File: src/common/smc_pkg.sv
// Behaviour
// - bit 7 selects saturating multiply-accumulate
// - bit 3 reports last reset source
// - bit 2 gates flash control register access
// - bit 0 enables on-chip RAM
// - RAM enable restored at reset release
// - mode 7 gives 16-Mbyte advanced space, ROM on
// - mode 7 starts single-chip until extended enabled
// - normal extended: ports 1, 2 inputs after reset
// - normal extended: address only where direction set
// - normal extended: port 3 data, 9/A control
// - normal extended: port 6 data when any area width clear
// - multiplexed 8-bit: port 2 address/data, port 1 general
// - multiplexed 16-bit: ports 1, 2 address/data
// - extended enable resets to zero, selects mode
package smc_pkg;
	localparam logic [11:0] SMC_OFF_SYSCTL  = 12'h000;
	localparam logic [11:0] SMC_OFF_MODECTL = 12'h004;
	localparam logic [11:0] SMC_OFF_BUSCFG  = 12'h008;
	localparam logic [11:0] SMC_OFF_PINROLE = 12'h00C;
	localparam int SMC_BIT_MAC_SATURATE_SELECT   = 7;
	localparam int SMC_BIT_RSRC   = 3;
	localparam int SMC_BIT_FLASH_CTRL_ACCESS_ENABLE = 2;
	localparam int SMC_BIT_ONCHIP_RAM_ENABLE   = 0;
	localparam int SMC_BIT_EXTENDED_MODE_ENABLE   = 7;
	localparam int SMC_BIT_MUX    = 4;
	localparam int SMC_BIT_BUS16  = 5;
	// writable sysctl bits: 7, 6..4, 2, 1, 0 (bit 3 is read-only)
	localparam logic [7:0] SMC_SYSCTL_WMASK = 8'hF7;
	localparam logic [7:0] SMC_SYSCTL_RST   = 8'h09;
	localparam logic [7:0] SMC_MODECTL_RST  = 8'h00;
	localparam logic [7:0] SMC_BUSCFG_RST   = 8'h0E;
	localparam logic [2:0] SMC_MODE7        = 3'h7;
	localparam logic [1:0] SMC_RESP_OKAY    = 2'h0;
	localparam logic [1:0] SMC_RESP_SLVERR  = 2'h2;

	typedef struct packed {
		logic       p1_addr_oe;
		logic       p2_addr_oe;
		logic       p1_muxad;
		logic       p2_muxad;
		logic       p3_data;
		logic       p6_data;
		logic       p9_ctrl;
		logic       pa_ctrl;
	} smc_pinrole_type;
endpackage

File: src/rtl/smc_top.sv
`timescale 1ns/1ps
`default_nettype none
module smc_top
	import smc_pkg::*;
(
	// clock and reset
	input  wire logic        clock,
	input  wire logic        reset_n,
	// reset cause: high when the last reset came from watchdog overflow
	input  wire logic        wdt_reset_cause,
	// mode pins
	input  wire logic [2:0]  mode_pins,
	// port direction bits for ports 1 and 2
	input  wire logic [7:0]  port1_ddr,
	input  wire logic [7:0]  port2_ddr,
	// axi4-lite write address
	input  wire logic [11:0] s_axi_awaddr,
	input  wire logic        s_axi_awvalid,
	output logic             s_axi_awready,
	// axi4-lite write data
	input  wire logic [31:0] s_axi_wdata,
	input  wire logic [3:0]  s_axi_wstrb,
	input  wire logic        s_axi_wvalid,
	output logic             s_axi_wready,
	// axi4-lite write response
	output logic [1:0]       s_axi_bresp,
	output logic             s_axi_bvalid,
	input  wire logic        s_axi_bready,
	// axi4-lite read address
	input  wire logic [11:0] s_axi_araddr,
	input  wire logic        s_axi_arvalid,
	output logic             s_axi_arready,
	// axi4-lite read data
	output logic [31:0]      s_axi_rdata,
	output logic [1:0]       s_axi_rresp,
	output logic             s_axi_rvalid,
	input  wire logic        s_axi_rready,
	// control outputs
	output logic             mac_saturate_select,
	output logic             flash_ctrl_access_enable,
	output logic             onchip_ram_enable,
	output logic             extended_mode_enable,
	output logic             advanced_mode,
	output logic             onchip_rom_enable,
	output smc_pinrole_type  pin_role,
	output logic [7:0]       port1_addr_oe,
	output logic [7:0]       port2_addr_oe
);
	logic [7:0]      system_control_register_r;
	logic [7:0]      mode_control_register_r;
	logic [7:0]      area_bus_control_register_r;
	logic [2:0]      mode_r;
	logic [2:0]      mode_s1_r;
	logic [2:0]      mode_s2_r;
	logic [2:0]      mode_s3_r;
	logic            rst_seen_r;
	logic            reset_source_flag_r;
	logic [11:0]     aw_addr_r;
	logic            aw_have_r;
	logic [31:0]     w_data_r;
	logic [3:0]      w_strb_r;
	logic            w_have_r;
	logic            wr_go;
	logic            mode7;
	logic            normal_ext;
	logic            mux_ext;
	smc_pinrole_type role_nxt;
	logic            wr_sysctl;
	logic            wr_modectl;
	logic            wr_buscfg;
	logic [31:0]     rd_word;
	logic [1:0]      rd_resp;

	function automatic logic [7:0] smc_merge(input logic [7:0] old, input logic [31:0] d,
		input logic [3:0] strb, input logic [7:0] wmask);
		smc_merge = strb[0] ? ((old & ~wmask) | (d[7:0] & wmask)) : old;
	endfunction

	function automatic logic smc_known(input logic [11:0] a);
		smc_known = (a == SMC_OFF_SYSCTL) || (a == SMC_OFF_MODECTL)
			|| (a == SMC_OFF_BUSCFG) || (a == SMC_OFF_PINROLE);
	endfunction

	// a multiplexed bus overrides the direction bits; plain address drive follows them
	function automatic logic [7:0] smc_port_oe(input logic muxad, input logic addr_oe, input logic [7:0] ddr);
		smc_port_oe = muxad ? 8'hFF : (addr_oe ? ddr : 8'h00);
	endfunction

	// mode pins come from outside; only the second stage reads the first
	always_ff @(posedge clock)
	begin
		mode_s1_r <= mode_pins;
		mode_s2_r <= mode_s1_r;
		mode_s3_r <= mode_s2_r;
	end

	// a change counts once stages two and three agree
	always_ff @(posedge clock)
	begin
		if (!reset_n)
			mode_r <= SMC_MODE7;
		else if (mode_s2_r == mode_s3_r)
			mode_r <= mode_s3_r;
	end

	// marks the first clock after release, the one capture point for the cause
	always_ff @(posedge clock)
	begin
		if (!reset_n)
			rst_seen_r <= 1'b0;
		else
			rst_seen_r <= 1'b1;
	end

	// reset cause captured at release, never by the bus
	always_ff @(posedge clock)
	begin
		if (!reset_n)
			reset_source_flag_r <= 1'b1;
		else if (!rst_seen_r)
			reset_source_flag_r <= ~wdt_reset_cause;
	end

	// write channels taken in either order, response after both
	assign s_axi_awready = !aw_have_r && !s_axi_bvalid;
	assign s_axi_wready  = !w_have_r && !s_axi_bvalid;
	assign wr_go         = aw_have_r && w_have_r;
	// one strobe per register keeps the address compare out of each register block
	assign wr_sysctl     = wr_go && (aw_addr_r == SMC_OFF_SYSCTL);
	assign wr_modectl    = wr_go && (aw_addr_r == SMC_OFF_MODECTL);
	assign wr_buscfg     = wr_go && (aw_addr_r == SMC_OFF_BUSCFG);

	always_ff @(posedge clock)
	begin
		if (!reset_n)
		begin
			aw_have_r <= 1'b0;
			w_have_r  <= 1'b0;
			aw_addr_r <= 12'h000;
			w_data_r  <= 32'h0000_0000;
			w_strb_r  <= 4'h0;
		end
		else
		begin
			if (s_axi_awvalid && s_axi_awready)
			begin
				aw_have_r <= 1'b1;
				aw_addr_r <= s_axi_awaddr;
			end
			else if (wr_go)
				aw_have_r <= 1'b0;
			if (s_axi_wvalid && s_axi_wready)
			begin
				w_have_r <= 1'b1;
				w_data_r <= s_axi_wdata;
				w_strb_r <= s_axi_wstrb;
			end
			else if (wr_go)
				w_have_r <= 1'b0;
		end
	end

	// write answer stands until the master takes it
	always_ff @(posedge clock)
	begin
		if (!reset_n)
		begin
			s_axi_bvalid <= 1'b0;
			s_axi_bresp  <= SMC_RESP_OKAY;
		end
		else if (wr_go)
		begin
			s_axi_bvalid <= 1'b1;
			s_axi_bresp  <= smc_known(aw_addr_r) ? SMC_RESP_OKAY : SMC_RESP_SLVERR;
		end
		else if (s_axi_bready)
			s_axi_bvalid <= 1'b0;
	end

	// reserved bits are stored as written; keeping them zero is software's job
	always_ff @(posedge clock)
	begin
		if (!reset_n)
			system_control_register_r <= SMC_SYSCTL_RST;
		else if (wr_sysctl)
			system_control_register_r <= smc_merge(system_control_register_r, w_data_r, w_strb_r,
				SMC_SYSCTL_WMASK);
	end

	// only the enable bit is writable; mode-select field mirrors the pins
	always_ff @(posedge clock)
	begin
		if (!reset_n)
			mode_control_register_r <= SMC_MODECTL_RST;
		else if (wr_modectl)
			mode_control_register_r <= smc_merge(mode_control_register_r, w_data_r, w_strb_r,
				8'h80);
	end

	// bits 3..1 are area 1..3 bus width, bit 4 multiplex, bit 5 16-bit multiplexed bus
	always_ff @(posedge clock)
	begin
		if (!reset_n)
			area_bus_control_register_r <= SMC_BUSCFG_RST;
		else if (wr_buscfg)
			area_bus_control_register_r <= smc_merge(area_bus_control_register_r, w_data_r,
				w_strb_r, 8'h3E);
	end

	// read channel: one-cycle answer, held until taken
	assign s_axi_arready = !s_axi_rvalid;

	// read word decode; upper bytes read as zero
	always_comb
	begin
		rd_resp = smc_known(s_axi_araddr) ? SMC_RESP_OKAY : SMC_RESP_SLVERR;
		case (s_axi_araddr)
			SMC_OFF_SYSCTL:
				rd_word = {24'h000000, system_control_register_r[7:4], reset_source_flag_r,
					system_control_register_r[2:0]};
			SMC_OFF_MODECTL:
				rd_word = {24'h000000, mode_control_register_r[SMC_BIT_EXTENDED_MODE_ENABLE], 4'h0, mode_r};
			SMC_OFF_BUSCFG:
				rd_word = {24'h000000, area_bus_control_register_r};
			SMC_OFF_PINROLE:
				rd_word = {24'h000000, pin_role};
			default:
				rd_word = 32'h0000_0000;
		endcase
	end

	always_ff @(posedge clock)
	begin
		if (!reset_n)
		begin
			s_axi_rvalid <= 1'b0;
			s_axi_rdata  <= 32'h0000_0000;
			s_axi_rresp  <= SMC_RESP_OKAY;
		end
		else if (s_axi_arvalid && s_axi_arready)
		begin
			s_axi_rvalid <= 1'b1;
			s_axi_rresp  <= rd_resp;
			s_axi_rdata  <= rd_word;
		end
		else if (s_axi_rready)
			s_axi_rvalid <= 1'b0;
	end

	// pin role decode
	assign mode7      = (mode_r == SMC_MODE7);
	assign normal_ext = mode7 && mode_control_register_r[SMC_BIT_EXTENDED_MODE_ENABLE]
		&& !area_bus_control_register_r[SMC_BIT_MUX];
	assign mux_ext    = mode7 && mode_control_register_r[SMC_BIT_EXTENDED_MODE_ENABLE]
		&& area_bus_control_register_r[SMC_BIT_MUX];

	always_comb
	begin
		role_nxt            = '0;
		role_nxt.p1_addr_oe = normal_ext;
		role_nxt.p2_addr_oe = normal_ext;
		role_nxt.p3_data    = normal_ext;
		role_nxt.p9_ctrl    = normal_ext || mux_ext;
		role_nxt.pa_ctrl    = normal_ext || mux_ext;
		role_nxt.p6_data    = normal_ext && (area_bus_control_register_r[3:1] != 3'h7);
		role_nxt.p2_muxad   = mux_ext;
		role_nxt.p1_muxad   = mux_ext && area_bus_control_register_r[SMC_BIT_BUS16];
	end

	// pin roles registered; reset leaves ports 1, 2 as plain inputs
	always_ff @(posedge clock)
	begin
		if (!reset_n)
			pin_role <= '0;
		else
			pin_role <= role_nxt;
	end

	// port 1 drives address where its direction bit is set, or all of it on a 16-bit muxed bus
	always_ff @(posedge clock)
	begin
		if (!reset_n)
			port1_addr_oe <= 8'h00;
		else
			port1_addr_oe <= smc_port_oe(role_nxt.p1_muxad, role_nxt.p1_addr_oe, port1_ddr);
	end

	// port 2 likewise; any muxed bus claims all of it
	always_ff @(posedge clock)
	begin
		if (!reset_n)
			port2_addr_oe <= 8'h00;
		else
			port2_addr_oe <= smc_port_oe(role_nxt.p2_muxad, role_nxt.p2_addr_oe, port2_ddr);
	end

	assign mac_saturate_select      = system_control_register_r[SMC_BIT_MAC_SATURATE_SELECT];
	assign flash_ctrl_access_enable = system_control_register_r[SMC_BIT_FLASH_CTRL_ACCESS_ENABLE];
	assign onchip_ram_enable        = system_control_register_r[SMC_BIT_ONCHIP_RAM_ENABLE];
	assign extended_mode_enable     = mode_control_register_r[SMC_BIT_EXTENDED_MODE_ENABLE];
	assign advanced_mode            = mode7;
	assign onchip_rom_enable        = mode7;
endmodule
`default_nettype wire

File: config.mk
export PLATFORM = sky130hd
export DESIGN_NAME = smc_top
export DESIGN_NICKNAME = d
export VERILOG_FILES = /design/src/common/smc_pkg.sv /design/src/rtl/smc_top.sv
export SDC_FILE = /design/constraint.sdc
export NUM_CORES = 1
export LEC_CHECK = 0
export BUFFER_PORTS_ARGS = -buffer_cell sky130_fd_sc_hd__buf_2
export CORE_UTILIZATION = 46
export CTS_CLUSTER_DIAMETER = 40
export DETAILED_ROUTE_END_ITERATION = 7
export PLACE_DENSITY = 0.91
export SYNTH_ARGS = -nofsm -noshare
export SYNTH_HDL_FRONTEND = slang
export SYNTH_SLANG_ARGS = --single-unit
File: constraint.sdc
create_clock -name clock -period 2.48 [get_ports clock]
set_input_delay 0.124 -clock clock [delete_from_list [all_inputs] [get_ports clock]]
set_output_delay 0.124 -clock clock [all_outputs]
set_load 0.1 [all_outputs]
==> reports/metrics.cfg, run 1 <==
[status]
outcome=completed

[synthesis]
synth_top_cell_area_share=0.509
synthFlopType=sky130_fd_sc_hd__dfxtp_1
synth_edf_count=0
ys_ff_latch=83
synth_compound_area_frac=0.0793
synth-adder-area-share=0
postSynthAreaPerCell_um2=9.25
ys.warnings.count=0
netlist_top_cells_count=sky130_fd_sc_hd__dfxtp_1 (83), sky130_fd_sc_hd__nand2_1 (54), sky130_fd_sc_hd__nor2_1 (45)
asyncSetResetFlopFracSynth=0
most_frequent_cell_after_synthesis=sky130_fd_sc_hd__dfxtp_1
netlist-cell-type-count=39
netlist.top_cell.by_area=sky130_fd_sc_hd__dfxtp_1
synth_simple_gate_area_frac=0.199
synth_area_um2=3270
syn_inst=353
yosysSeqAreaShare=0.509
synth_top_area_cells=sky130_fd_sc_hd__dfxtp_1 (51%), sky130_fd_sc_hd__mux2i_1 (8.0%), sky130_fd_sc_hd__buf_4 (6.9%), sky130_fd_sc_hd__nand2_1 (6.2%), sky130_fd_sc_hd__nor2_1 (5.2%)
synth_xor_area_frac=0.00805
post_synth_mux_area_share=0.104
synth_top_family_by_area=simple AND/OR/NAND/NOR gates

[die]
num_rows=30
die_width_um=86.3
die_area_um2=7440
start_util=0.478
pin_count=158
chipHeight_um=86.3
core_um2=6830

[clock_network]
clk_pin_slew_worst_paths_ns=0.10
numCtsBuffers=9
clock_sink_count=83
clk_latency_ns=0.38
tritoncts=yes
cts-root-to-sink-buffers=2
clock_tree.htree_level_count=3
clock-root-buffer=sky130_fd_sc_hd__clkbuf_8
cts_resized=0

[worst_setup_path]
worstSetupStartpointType=register
worst_ep_required_time_ns=2.73
critPathArrivalTime_ns=2.06
critical_path_peak_fanout=7
setup.worst_path.class=reg -> reg
critical_path.endpoint_type=register

[place]
hpwl_after_detailed_placement_um=5020
placement.io_buffers=104
final_replace_weighted_congestion=0.744
dp.cells=533

[timing]
grt_setup_unrepaired=no
fin_crit_sh=0.727
final_hold_viol_count=0
timing.final.max_slew_violations=0
maxSlewHeadroom=0.502
setup-tns-final_ns=0
max_freq_mhz=554
worst_slew_pin_slew_ns=0.745
clock-skew-final_ns=0.0165
period_needed_ns=1.80
setup-violations-final=0

[finish]
regArea_um2=1660
layout-area-overhead-vs-synth_pct=29.2
combined_area_of_the_multi_input_logic_cells_um2=1380
number_of_standard_cells_in_the_final_layout_excluding_fillers=578
layout-drive-gt1-share=0.282
antenna_diode_count=0
finish.net_count=564
fillCellCount=566

[grt]
antenna_found_initial=0
via_count_of_the_first_global_routing_pass=2608
grt_util_all_layers=0.211
pin_count_of_the_biggest_net_entering_global_routing=47
globalRoute.totalOverflow=0
first_pass_grt_wire_length_um=12100

[hold_path]
hold_path.class=in -> reg

[drt]
drt-initial-drc-count=213
detail_route.wl_per_cell_um=13.2
vias_per_cell=4.98
drtAntennaViolNets=0
wl_um=7660
post-route-drc-count=0
detailed_route_via_count=2880
drt-pass1-iter-count=5

[power_and_ir_drop]
irDropWorstVdd_v=0.000321
cellPowerDensity_nw_per_um2=707
power_leakage_uw=0.00196

[job]
drv_cap=0

critical path, cell delays in order (launching register included):
cell,delay (ns)
sky130_fd_sc_hd__dfxtp_1,0.32
sky130_fd_sc_hd__or4_4,0.57
sky130_fd_sc_hd__or4_4,0.65
sky130_fd_sc_hd__mux2i_1,0.15
cell type report:
class,count,area share
tap,96,0.0285
clock buffer,9,0.0294
inverter,8,0.00712
clock inverter,7,0.0196
sequential,83,0.394
multi-input combinational,240,0.326
timing repair buffer,135,0.196
power by group:
part	total, µW	switching [µW]	leakage [µW]	internal, µW
combinational	558	415	0.00118	143
clock	1020	532	0.000104	484
sequential	1410	32.8	0.000678	1380
total	2980	979	0.00196	2000
flip-flops by register name (all words and copies together) (netlist names), 3 cells and up:
signal,cells
mode_s2_r,3
port2_addr_oe,8
w_data_r,8
mode_s1_r,3
pin_role,5
s_axi_rdata,8
port1_addr_oe,8
area_bus_control_register_r,5
mode_s3_r,3
aw_addr_r,12
mode_r,3
system_control_register_r,7
routing by layer:
metal / track usage / part of all wire / vias to the layer above
met1: 0.248 / 0.40 / 1360
met5: 0 / 0 / -
met2: 0.366 / 0.52 / 112
met4: 0.120 / 0.028 / 0
li1: - / - / 1388
met3: 0.0352 / 0.047 / 20
cell families (layout without fill, tap and decap cells):
kind of cell,count (synthesis),after routing
DFF,83,83
buffers and inverters,55,159
xor gates and xnor gates,3,3
muxes,31,31
other,1,26
AOI/OAI and AO/OA,43,43
and+or+nand+nor,137,137
path summary, 6_finish.rpt:
kind	from	endpoint	slack [ns]	cells past startpoint
worst max-delay path	aw_addr_r[6]	system_control_register_r[0]	0.68	3
worst min-delay path	port1_ddr[4]	port1_addr_oe[4]	0.005	3
worst max register to register	aw_addr_r[6]	system_control_register_r[0]	0.68	3
worst min register to register	mode_s1_r[1]	mode_s2_r[1]	0.33	0
metrics by stage:
stage | power [µW] | utilization | hold WS (ns) | cell area, µm² | worst slack, ns
final | 2980 | 0.618 | 0.00549 | 4220 | 0.676
after global routing | 3100 | 0.618 | 0.00735 | 4220 | 0.568
after CTS | 2980 | 0.618 | 0.00124 | 4220 | 0.670
after detailed placement | 1960 | 0.545 | 0.228 | 3720 | 0.692
after global placement | 1940 | 0.545 | 0.228 | 3720 | 0.703
after floorplan | 1900 | - | 0.152 | 3360 | 0.255
repair_timing:
action / CTS / global route
buffers inserted: 0 / 0
hold buffers: 29 / 0
hold endpoints to repair: 29 / 0
placed cells by master (no fill, tap or decap), types with 2 or more instances in the layout:
master                          Yosys  routed
sky130_fd_sc_hd__nor4b_1            2       2
sky130_fd_sc_hd__mux4_2             2       2
sky130_fd_sc_hd__mux2i_1           26      26
sky130_fd_sc_hd__inv_6              0       2
sky130_fd_sc_hd__nand3b_1           2       2
sky130_fd_sc_hd__buf_2              0     104
sky130_fd_sc_hd__nor2b_1            2       2
sky130_fd_sc_hd__or3b_2             2       2
sky130_fd_sc_hd__xor2_1             3       3
sky130_fd_sc_hd__inv_8              0       2
sky130_fd_sc_hd__nor3_1             3       3
sky130_fd_sc_hd__o21ai_0            3       3
sky130_fd_sc_hd__or4_4              3       3
sky130_fd_sc_hd__clkbuf_8           0       9
sky130_fd_sc_hd__nor3b_1            3       2
sky130_fd_sc_hd__inv_1              6       6
sky130_fd_sc_hd__nand2_1           54      54
sky130_fd_sc_hd__and3_1             3       3
sky130_fd_sc_hd__nor2_1            45      45
sky130_fd_sc_hd__a21oi_1           27      27
sky130_fd_sc_hd__dfxtp_1           83      83
sky130_fd_sc_hd__dlygate4sd3_1      0      29
sky130_fd_sc_hd__conb_1             1      26
sky130_fd_sc_hd__nand3_1            6       6
sky130_fd_sc_hd__nor4_1             3       3
sky130_fd_sc_hd__nand2b_1           5       5
sky130_fd_sc_hd__a222oi_1           3       3
sky130_fd_sc_hd__a211oi_1           5       5
sky130_fd_sc_hd__buf_4             30       2
sky130_fd_sc_hd__mux2_2             3       3
(Power assumes the default switching activity.)
==> inputs of run 2 (changes only) <==
--- a/config.mk
+++ b/config.mk
@@ -6,10 +6,10 @@
 export NUM_CORES = 1
 export LEC_CHECK = 0
 export BUFFER_PORTS_ARGS = -buffer_cell sky130_fd_sc_hd__buf_2
-export CORE_UTILIZATION = 46
+export CORE_UTILIZATION = 41
 export CTS_CLUSTER_DIAMETER = 40
 export DETAILED_ROUTE_END_ITERATION = 7
-export PLACE_DENSITY = 0.91
+export PLACE_DENSITY = 0.86
 export SYNTH_ARGS = -nofsm -noshare
 export SYNTH_HDL_FRONTEND = slang
 export SYNTH_SLANG_ARGS = --single-unit
==> constraint.sdc (replaced) <==
create_clock -name clock -period 1.62 [get_ports clock]
set_input_delay 0.081 -clock clock [delete_from_list [all_inputs] [get_ports clock]]
set_output_delay 0.081 -clock clock [all_outputs]
set_load 0.1 [all_outputs]
==> run 2 against run 1 <==
Effect of this change:
- the run now ends with setup timing left
- non-clock buffer count rose by 30
- die area is 12% higher
- via count grew 1.9%
- core utilization fell by 2.7 points
==> reports/metrics.cfg, run 2 (synthesis gave the netlist of run 1 again) <==
[worst_setup_path]
critical_path.endpoint_type=register  ; unchanged
ff2ff_setup_slack_ns=-0.12  ; was 0.68 ns
worstReg2RegEnd=area_bus_control_register_r[3]  ; was system_control_register_r[0]
worst_ep_required_time_ns=1.90  ; was 2.73 ns
worstSetupStartpointType=register  ; unchanged
crit-reg2reg-launch=aw_addr_r[11]  ; was aw_addr_r[6]
depth_of_the_most_critical_reg_to_reg_path=5  ; was 3
end_point_of_the_critical_path=area_bus_control_register_r[3]  ; was system_control_register_r[0]
setup.worst_path.class=reg -> reg  ; unchanged
critical_path_peak_fanout=5  ; was 7
crit_path_start=aw_addr_r[11]  ; was aw_addr_r[6]
critPathArrivalTime_ns=2.02  ; was 2.06 ns

[finish]
layout_common_cells=sky130_fd_sc_hd__buf_2 (104), sky130_fd_sc_hd__dfxtp_1 (78), sky130_fd_sc_hd__nand2_1 (54), sky130_fd_sc_hd__nor2_1 (43), sky130_fd_sc_hd__dlygate4sd3_1 (43)  ; was sky130_fd_sc_hd__buf_2 (104), sky130_fd_sc_hd__dfxtp_1 (83), sky130_fd_sc_hd__nand2_1 (54), sky130_fd_sc_hd__nor2_1 (45), sky130_fd_sc_hd__dlygate4sd3_1 (29)
layout-drive-gt1-share=0.318  ; was 0.282
largest-register=aw_addr_r  ; unchanged
layout-area-overhead-vs-synth_pct=39.8  ; was 29.2%
most_common_cell_after_layout_fill_and_taps_aside=sky130_fd_sc_hd__buf_2  ; unchanged
finish.net_count=594  ; was 564
largest_reg_flops=12  ; unchanged
antenna_diode_count=0  ; unchanged

[die]
die_area_um2=8330  ; was 7440 µm²
core_um2=7730  ; was 6830 µm²
chipHeight_um=91.2  ; was 86.3 µm
die_width_um=91.2  ; was 86.3 µm
start_util=0.423  ; was 0.478
pin_count=158  ; unchanged
num_rows=32  ; was 30

[clock_network]
clk_pin_slew_worst_paths_ns=0.08  ; was 0.10 ns
clock_tree.htree_level_count=3  ; unchanged
numCtsBuffers=9  ; unchanged
clk_latency_ns=0.36  ; was 0.38 ns
cts-root-to-sink-buffers=2  ; unchanged
tritoncts=yes  ; unchanged
clock_sink_count=83  ; unchanged
clock-root-buffer=sky130_fd_sc_hd__clkbuf_8  ; unchanged

[timing]
clock-skew-final_ns=0.00857  ; was 0.0165 ns
worst_slack_ns=-0.122  ; was 0.676 ns
maxSlewHeadroom=0.657  ; was 0.502
max_freq_mhz=574  ; was 554 MHz
setup-tns-final_ns=-1.17  ; was 0 ns
final_hold_viol_count=0  ; unchanged
fin_crit_sh=1.08  ; was 0.727
grt_setup_unrepaired=yes  ; was no
worst_slew_pin_slew_ns=0.519  ; was 0.745 ns
timing.final.max_slew_violations=0  ; unchanged
setup-violations-final=13  ; was 0
period_needed_ns=1.74  ; was 1.80 ns
finalHoldWorstSlack_ns=0.0751  ; was 0.00549 ns

[status]
violations_in_the_final_reports=setup timing
outcome=finished, violations left  ; was completed

[drt]
drt-pass1-iter-count=4  ; was 5
drtAntennaViolNets=0  ; unchanged
drt-initial-drc-count=173  ; was 213
wl_um=8020  ; was 7660 µm
vias_per_cell=4.78  ; was 4.98
detailed_route_via_count=2935  ; was 2880
post-route-drc-count=0  ; unchanged
detail_route.wl_per_cell_um=13.1  ; was 13.2 µm

[grt]
antenna_found_initial=0  ; unchanged
globalRoute.totalOverflow=0  ; unchanged
first_pass_grt_wire_length_um=12900  ; was 12100 µm
grt_util_all_layers=0.199  ; was 0.211
pin_count_of_the_biggest_net_entering_global_routing=29  ; was 47
via_count_of_the_first_global_routing_pass=2775  ; was 2608

[job]
drv_cap=0  ; unchanged

[power_and_ir_drop]
pnr_total_power_uw=4890  ; was 2980 µW
power_leakage_uw=0.00212  ; was 0.00196 µW
irDropWorstVdd_v=0.000502  ; was 0.000321 V
cellPowerDensity_nw_per_um2=1070  ; was 707 nW/µm²

[hold_path]
hold_path.class=in -> reg  ; unchanged

[place]
detailedPlace.worstSlack_ns=-0.0965  ; was 0.692 ns
final_replace_weighted_congestion=0.785  ; was 0.744
hpwl_after_detailed_placement_um=5370  ; was 5020 µm
placement.io_buffers=104  ; unchanged

-- run 2: cell count changes in the layout (fill, tap and decap cells not counted), sizes merged --
cell | previous run | this run
buf | 106 | 122
bufinv | 1 | 3
inv | 11 | 9
dlygate4sd3 | 29 | 43
-- run 2: critical path: stages, from the launching register on --
cell and delay (ns):
sky130_fd_sc_hd__dfxtp_1 0.32, sky130_fd_sc_hd__or4_4 0.53, sky130_fd_sc_hd__buf_4 0.17, sky130_fd_sc_hd__nor4_4 0.27, sky130_fd_sc_hd__buf_6 0.17, sky130_fd_sc_hd__mux2i_2 0.21
-- run 2: layout make-up --
| cell class | count | area (µm²) |
|---|---|---|
| sequential | 83 | 1670 |
| inverter | 8 | 30.0 |
| timing repair buffer | 165 | 1090 |
| multi-input combinational | 240 | 1400 |
| clock inverter | 7 | 124 |
| clock buffer | 9 | 124 |
| tap | 102 | 128 |
| fill | 638 | 3160 |
-- run 2: per-stage QoR --
step	util	cells	area (µm²)
6_report	0.591	614	4560
5_1_grt	0.591	614	4560
4_1_cts	0.589	614	4550
3_5_place_dp	0.499	554	3860
3_3_place_gp	0.499	554	3860
2_1_floorplan	-	378	3370
-- run 2: timing repair --
item | CTS | global route
endpoints found under the setup margin | 14 | 16
gates resized for setup | 1 | 3
buffers inserted | 1 | 0
hold endpoints to repair | 43 | 0
pin swaps | 1 | 0
hold buffers | 43 | 0
-- run 2: metal layers --
metal / share of wire / GRT usage / wire length (µm) / vias to the layer above
met1: 0.41 / 0.220 / 3260 / 1355
li1: - / - / - / 1444
met2: 0.51 / 0.353 / 4090 / 113
met4: 0.031 / 0.110 / 251 / 0
met3: 0.052 / 0.0452 / 416 / 23
met5: 0 / 0 / 0 / -
-- run 2: worst min-delay path by stage --
stage | slack [ns] | from | endpoint | depth (start not counted)
finish | 0.08 | s_axi_araddr[11] | s_axi_rdata[2] | 4
global route | 0.09 | s_axi_araddr[8] | s_axi_rdata[2] | 4
CTS | 0.07 | s_axi_araddr[11] | s_axi_rdata[2] | 4
detailed placement | 0.18 | mode_pins[1] | mode_s1_r[1] | 1
global placement | 0.19 | mode_pins[2] | mode_s1_r[2] | 1
floorplan | 0.11 | mode_pins[0] | mode_s1_r[0] | 0
-- run 2: where the power goes --
group	total, µW	internal (µW)	switching [µW]
Sequential	2150	2110	43.5
Clock	1800	1040	767
Combinational	934	273	661
Total	4890	3420	1470
==> inputs of run 3 (changes only) <==
--- a/config.mk
+++ b/config.mk
@@ -10,6 +10,7 @@
 export CTS_CLUSTER_DIAMETER = 40
 export DETAILED_ROUTE_END_ITERATION = 7
 export PLACE_DENSITY = 0.86
+export SETUP_SLACK_MARGIN = 0.2
 export SYNTH_ARGS = -nofsm -noshare
 export SYNTH_HDL_FRONTEND = slang
 export SYNTH_SLANG_ARGS = --single-unit
==> run 3 against run 2 <==
Effect of this change:
- the flow still finishes with violations (setup timing)
- maximum frequency down 0.70%
- cell area up 0.22%
- clock-buffer cell count up 2
- clock power down 8%
- combinational power up 0.9%
- final cell count down 0.65%
- worst hold slack worse by 0.0080 ns
- critical endpoint is now system_control_register_r[7]
- largest cell class unchanged
- largest power group unchanged
==> reports/metrics.cfg, run 3 (synthesis gave the netlist of run 1 again) <==
[worst_setup_path]
critical_path_peak_fanout=7  ; was 5
crit_path_top_delay_cell=sky130_fd_sc_hd__or4_4  ; unchanged
cpMostUsedCell=sky130_fd_sc_hd__or4_4
worstSetupStartpointType=register  ; unchanged
critPathArrivalTime_ns=1.99  ; was 2.02 ns
critical_path.endpoint_type=register  ; unchanged
critical_path.max_stage_delay_ns=0.62  ; was 0.53 ns
setup.worst_path.class=reg -> reg  ; unchanged
worst_ep_required_time_ns=1.85  ; was 1.90 ns
critical_path.cell_chain=or4_4, or4_4, mux2i_1  ; was or4_4, buf_4, nor4_4, buf_6, mux2i_2

[finish]
largest-register=aw_addr_r  ; unchanged
finish.instance_area_um2=4570  ; was 4560 µm²
layout-area-overhead-vs-synth_pct=40.1  ; was 39.8%
regArea_um2=1680  ; was 1670 µm²
finish.net_count=591  ; was 594
layout_common_cells=sky130_fd_sc_hd__buf_2 (100), sky130_fd_sc_hd__dfxtp_1 (69), sky130_fd_sc_hd__nand2_1 (54), sky130_fd_sc_hd__nor2_1 (43), sky130_fd_sc_hd__dlygate4sd3_1 (43)  ; was sky130_fd_sc_hd__buf_2 (104), sky130_fd_sc_hd__dfxtp_1 (78), sky130_fd_sc_hd__nand2_1 (54), sky130_fd_sc_hd__nor2_1 (43), sky130_fd_sc_hd__dlygate4sd3_1 (43)
most_common_cell_after_layout_fill_and_taps_aside=sky130_fd_sc_hd__buf_2  ; unchanged
number_of_standard_cells_in_the_final_layout_excluding_fillers=610  ; was 614
combined_area_of_the_multi_input_logic_cells_um2=1430  ; was 1400 µm²
fillCellCount=653  ; was 638
layout-drive-gt1-share=0.331  ; was 0.318
antenna_diode_count=0  ; unchanged
largest_reg_flops=12  ; unchanged

[clock_network]
numCtsBuffers=9  ; unchanged
clock-root-buffer=sky130_fd_sc_hd__clkbuf_8  ; unchanged
clk_pin_slew_worst_paths_ns=0.08  ; about the same
clock_sink_count=83  ; unchanged
clk_latency_ns=0.35  ; was 0.36 ns
tritoncts=yes  ; unchanged
cts-root-to-sink-buffers=2  ; unchanged
clock_tree.htree_level_count=3  ; unchanged

[power_and_ir_drop]
power_switching_uw=1410  ; was 1470 µW
power.internal_uw=3340  ; was 3420 µW
seqPwrFrac=0.453  ; was 0.440
sw_frac_of_total=0.297  ; was 0.301
power_leakage_uw=0.00212  ; about the same
irDropWorstVdd_v=0.000359  ; was 0.000502 V
cellPowerDensity_nw_per_um2=1040  ; was 1070 nW/µm²
p_clk_frac=0.349  ; was 0.369
p_comb_frac=0.198  ; was 0.191

[place]
placement.io_buffers=104  ; unchanged
dp.cells=551  ; was 554
cell_area_after_placement_um2=3860  ; unchanged
hpwl_after_detailed_placement_um=5280  ; was 5370 µm
final_replace_weighted_congestion=0.788  ; was 0.785
detailedPlace.worstSlack_ns=-0.113  ; was -0.0965 ns

[timing]
worst_slack_ns=-0.134  ; was -0.122 ns
maxSlewHeadroom=0.660  ; was 0.657
fin_crit_sh=1.08  ; about the same
max_freq_mhz=570  ; was 574 MHz
worst_slew_pin_slew_ns=0.514  ; was 0.519 ns
clock-skew-final_ns=0.0108  ; was 0.00857 ns
period_needed_ns=1.75  ; was 1.74 ns
final_hold_viol_count=0  ; unchanged
timing.final.max_slew_violations=0  ; unchanged
grt_setup_unrepaired=yes  ; unchanged
setup-violations-final=12  ; was 13

[grt]
via_count_of_the_first_global_routing_pass=2708  ; was 2775
grt_util_all_layers=0.191  ; was 0.199
globalRoute.totalOverflow=0  ; unchanged
antenna_found_initial=0  ; unchanged
first_pass_grt_wire_length_um=12400  ; was 12900 µm
pin_count_of_the_biggest_net_entering_global_routing=32  ; was 29

[job]
drv_cap=0  ; unchanged

[die]
core_um2=7730  ; unchanged
chipHeight_um=91.2  ; unchanged
die_width_um=91.2  ; unchanged
num_rows=32  ; unchanged
start_util=0.423  ; unchanged
die_area_um2=8330  ; unchanged
pin_count=158  ; unchanged

[drt]
dr_wl_met2_um=3860  ; was 4090 µm
wl_um=7780  ; was 8020 µm
topRoutingLayerUsed=met4  ; unchanged
drtAntennaViolNets=0  ; unchanged
detailed_route_via_count=2908  ; was 2935
drt-initial-drc-count=106  ; was 173
wl_met3_um=475  ; was 416 µm
post-route-drc-count=0  ; unchanged
vias_per_cell=4.77  ; was 4.78
wirelength_met1_um=3210  ; was 3260 µm
drt-pass1-iter-count=5  ; was 4
detail_route.wl_per_cell_um=12.8  ; was 13.1 µm

[hold_path]
hold_path.class=in -> reg  ; unchanged

[status]
outcome=finished, violations left  ; unchanged
violations_in_the_final_reports=setup timing  ; unchanged

-- run 3: cell count changes in the layout (fill, tap and decap cells not counted), moves of 2 or more --
cell | before | now
sky130_fd_sc_hd__inv_6 | 2 | 0
sky130_fd_sc_hd__buf_2 | 104 | 100
sky130_fd_sc_hd__dfxtp_2 | 4 | 12
sky130_fd_sc_hd__dfxtp_1 | 78 | 69
-- run 3: what timing repair did --
action	CTS	global route
hold endpoints to repair	43	0
buffers inserted	1	0
cloned	0	0
setup endpoints to repair	24	23
pin swaps	1	2
gates resized for setup	5	7
hold buffers	43	0
-- run 3: power by group through the flow --
stage                     Combinational [µW]  Clock [µW]  Sequential, µW
after global placement                   818           0            2190
after CTS                                925        1700            2150
after floorplan                          676           0            2240
final                                    942        1660            2150
after detailed placement                 831           0            2200
after global routing                     991        1770            2160
-- run 3: worst paths after layout --
path              startpoint                      endpoint  slack, ns  depth (start not counted)
max            aw_addr_r[11]  system_control_register_r[7]      -0.13                          3
min          s_axi_araddr[7]                s_axi_rdata[2]       0.07                          4
max reg2reg    aw_addr_r[11]  system_control_register_r[7]      -0.13                          3
min reg2reg     mode_s1_r[1]                  mode_s2_r[1]       0.33                          0
-- run 3: layer usage --
metal	GRT usage	up-vias
li1	-	1435
met5	0	-
met4	0.0913	0
met1	0.214	1352
met2	0.332	101
met3	0.0528	20
-- run 3: worst max-delay path: cells and delay by family (launching register included) --
family | cells | cell delay (ns)
simple gates | 2 | 1.16
mux | 1 | 0.16
flops | 1 | 0.32
-- run 3: through the flow --
stage | setup TNS (ns) | power (µW) | hold WS (ns) | util
global route | -1.59 | 4920 | 0.0964 | 0.592
global placement | -0.756 | 3010 | 0.185 | 0.499
CTS | -1.40 | 4770 | 0.0667 | 0.588
finish | -1.13 | 4750 | 0.0670 | 0.592
detailed placement | -1.12 | 3030 | 0.186 | 0.499
floorplan | -0.863 | 2910 | 0.109 | -
-- run 3: cell type report --
class | instances | share of cell area
Clock buffer | 11 | 0.0334
Tap cell | 102 | 0.0279
Timing Repair Buffer | 162 | 0.236
Inverter | 8 | 0.00656
Clock inverter | 4 | 0.0156
Multi-Input combinational cell | 240 | 0.313
Sequential cell | 83 | 0.368
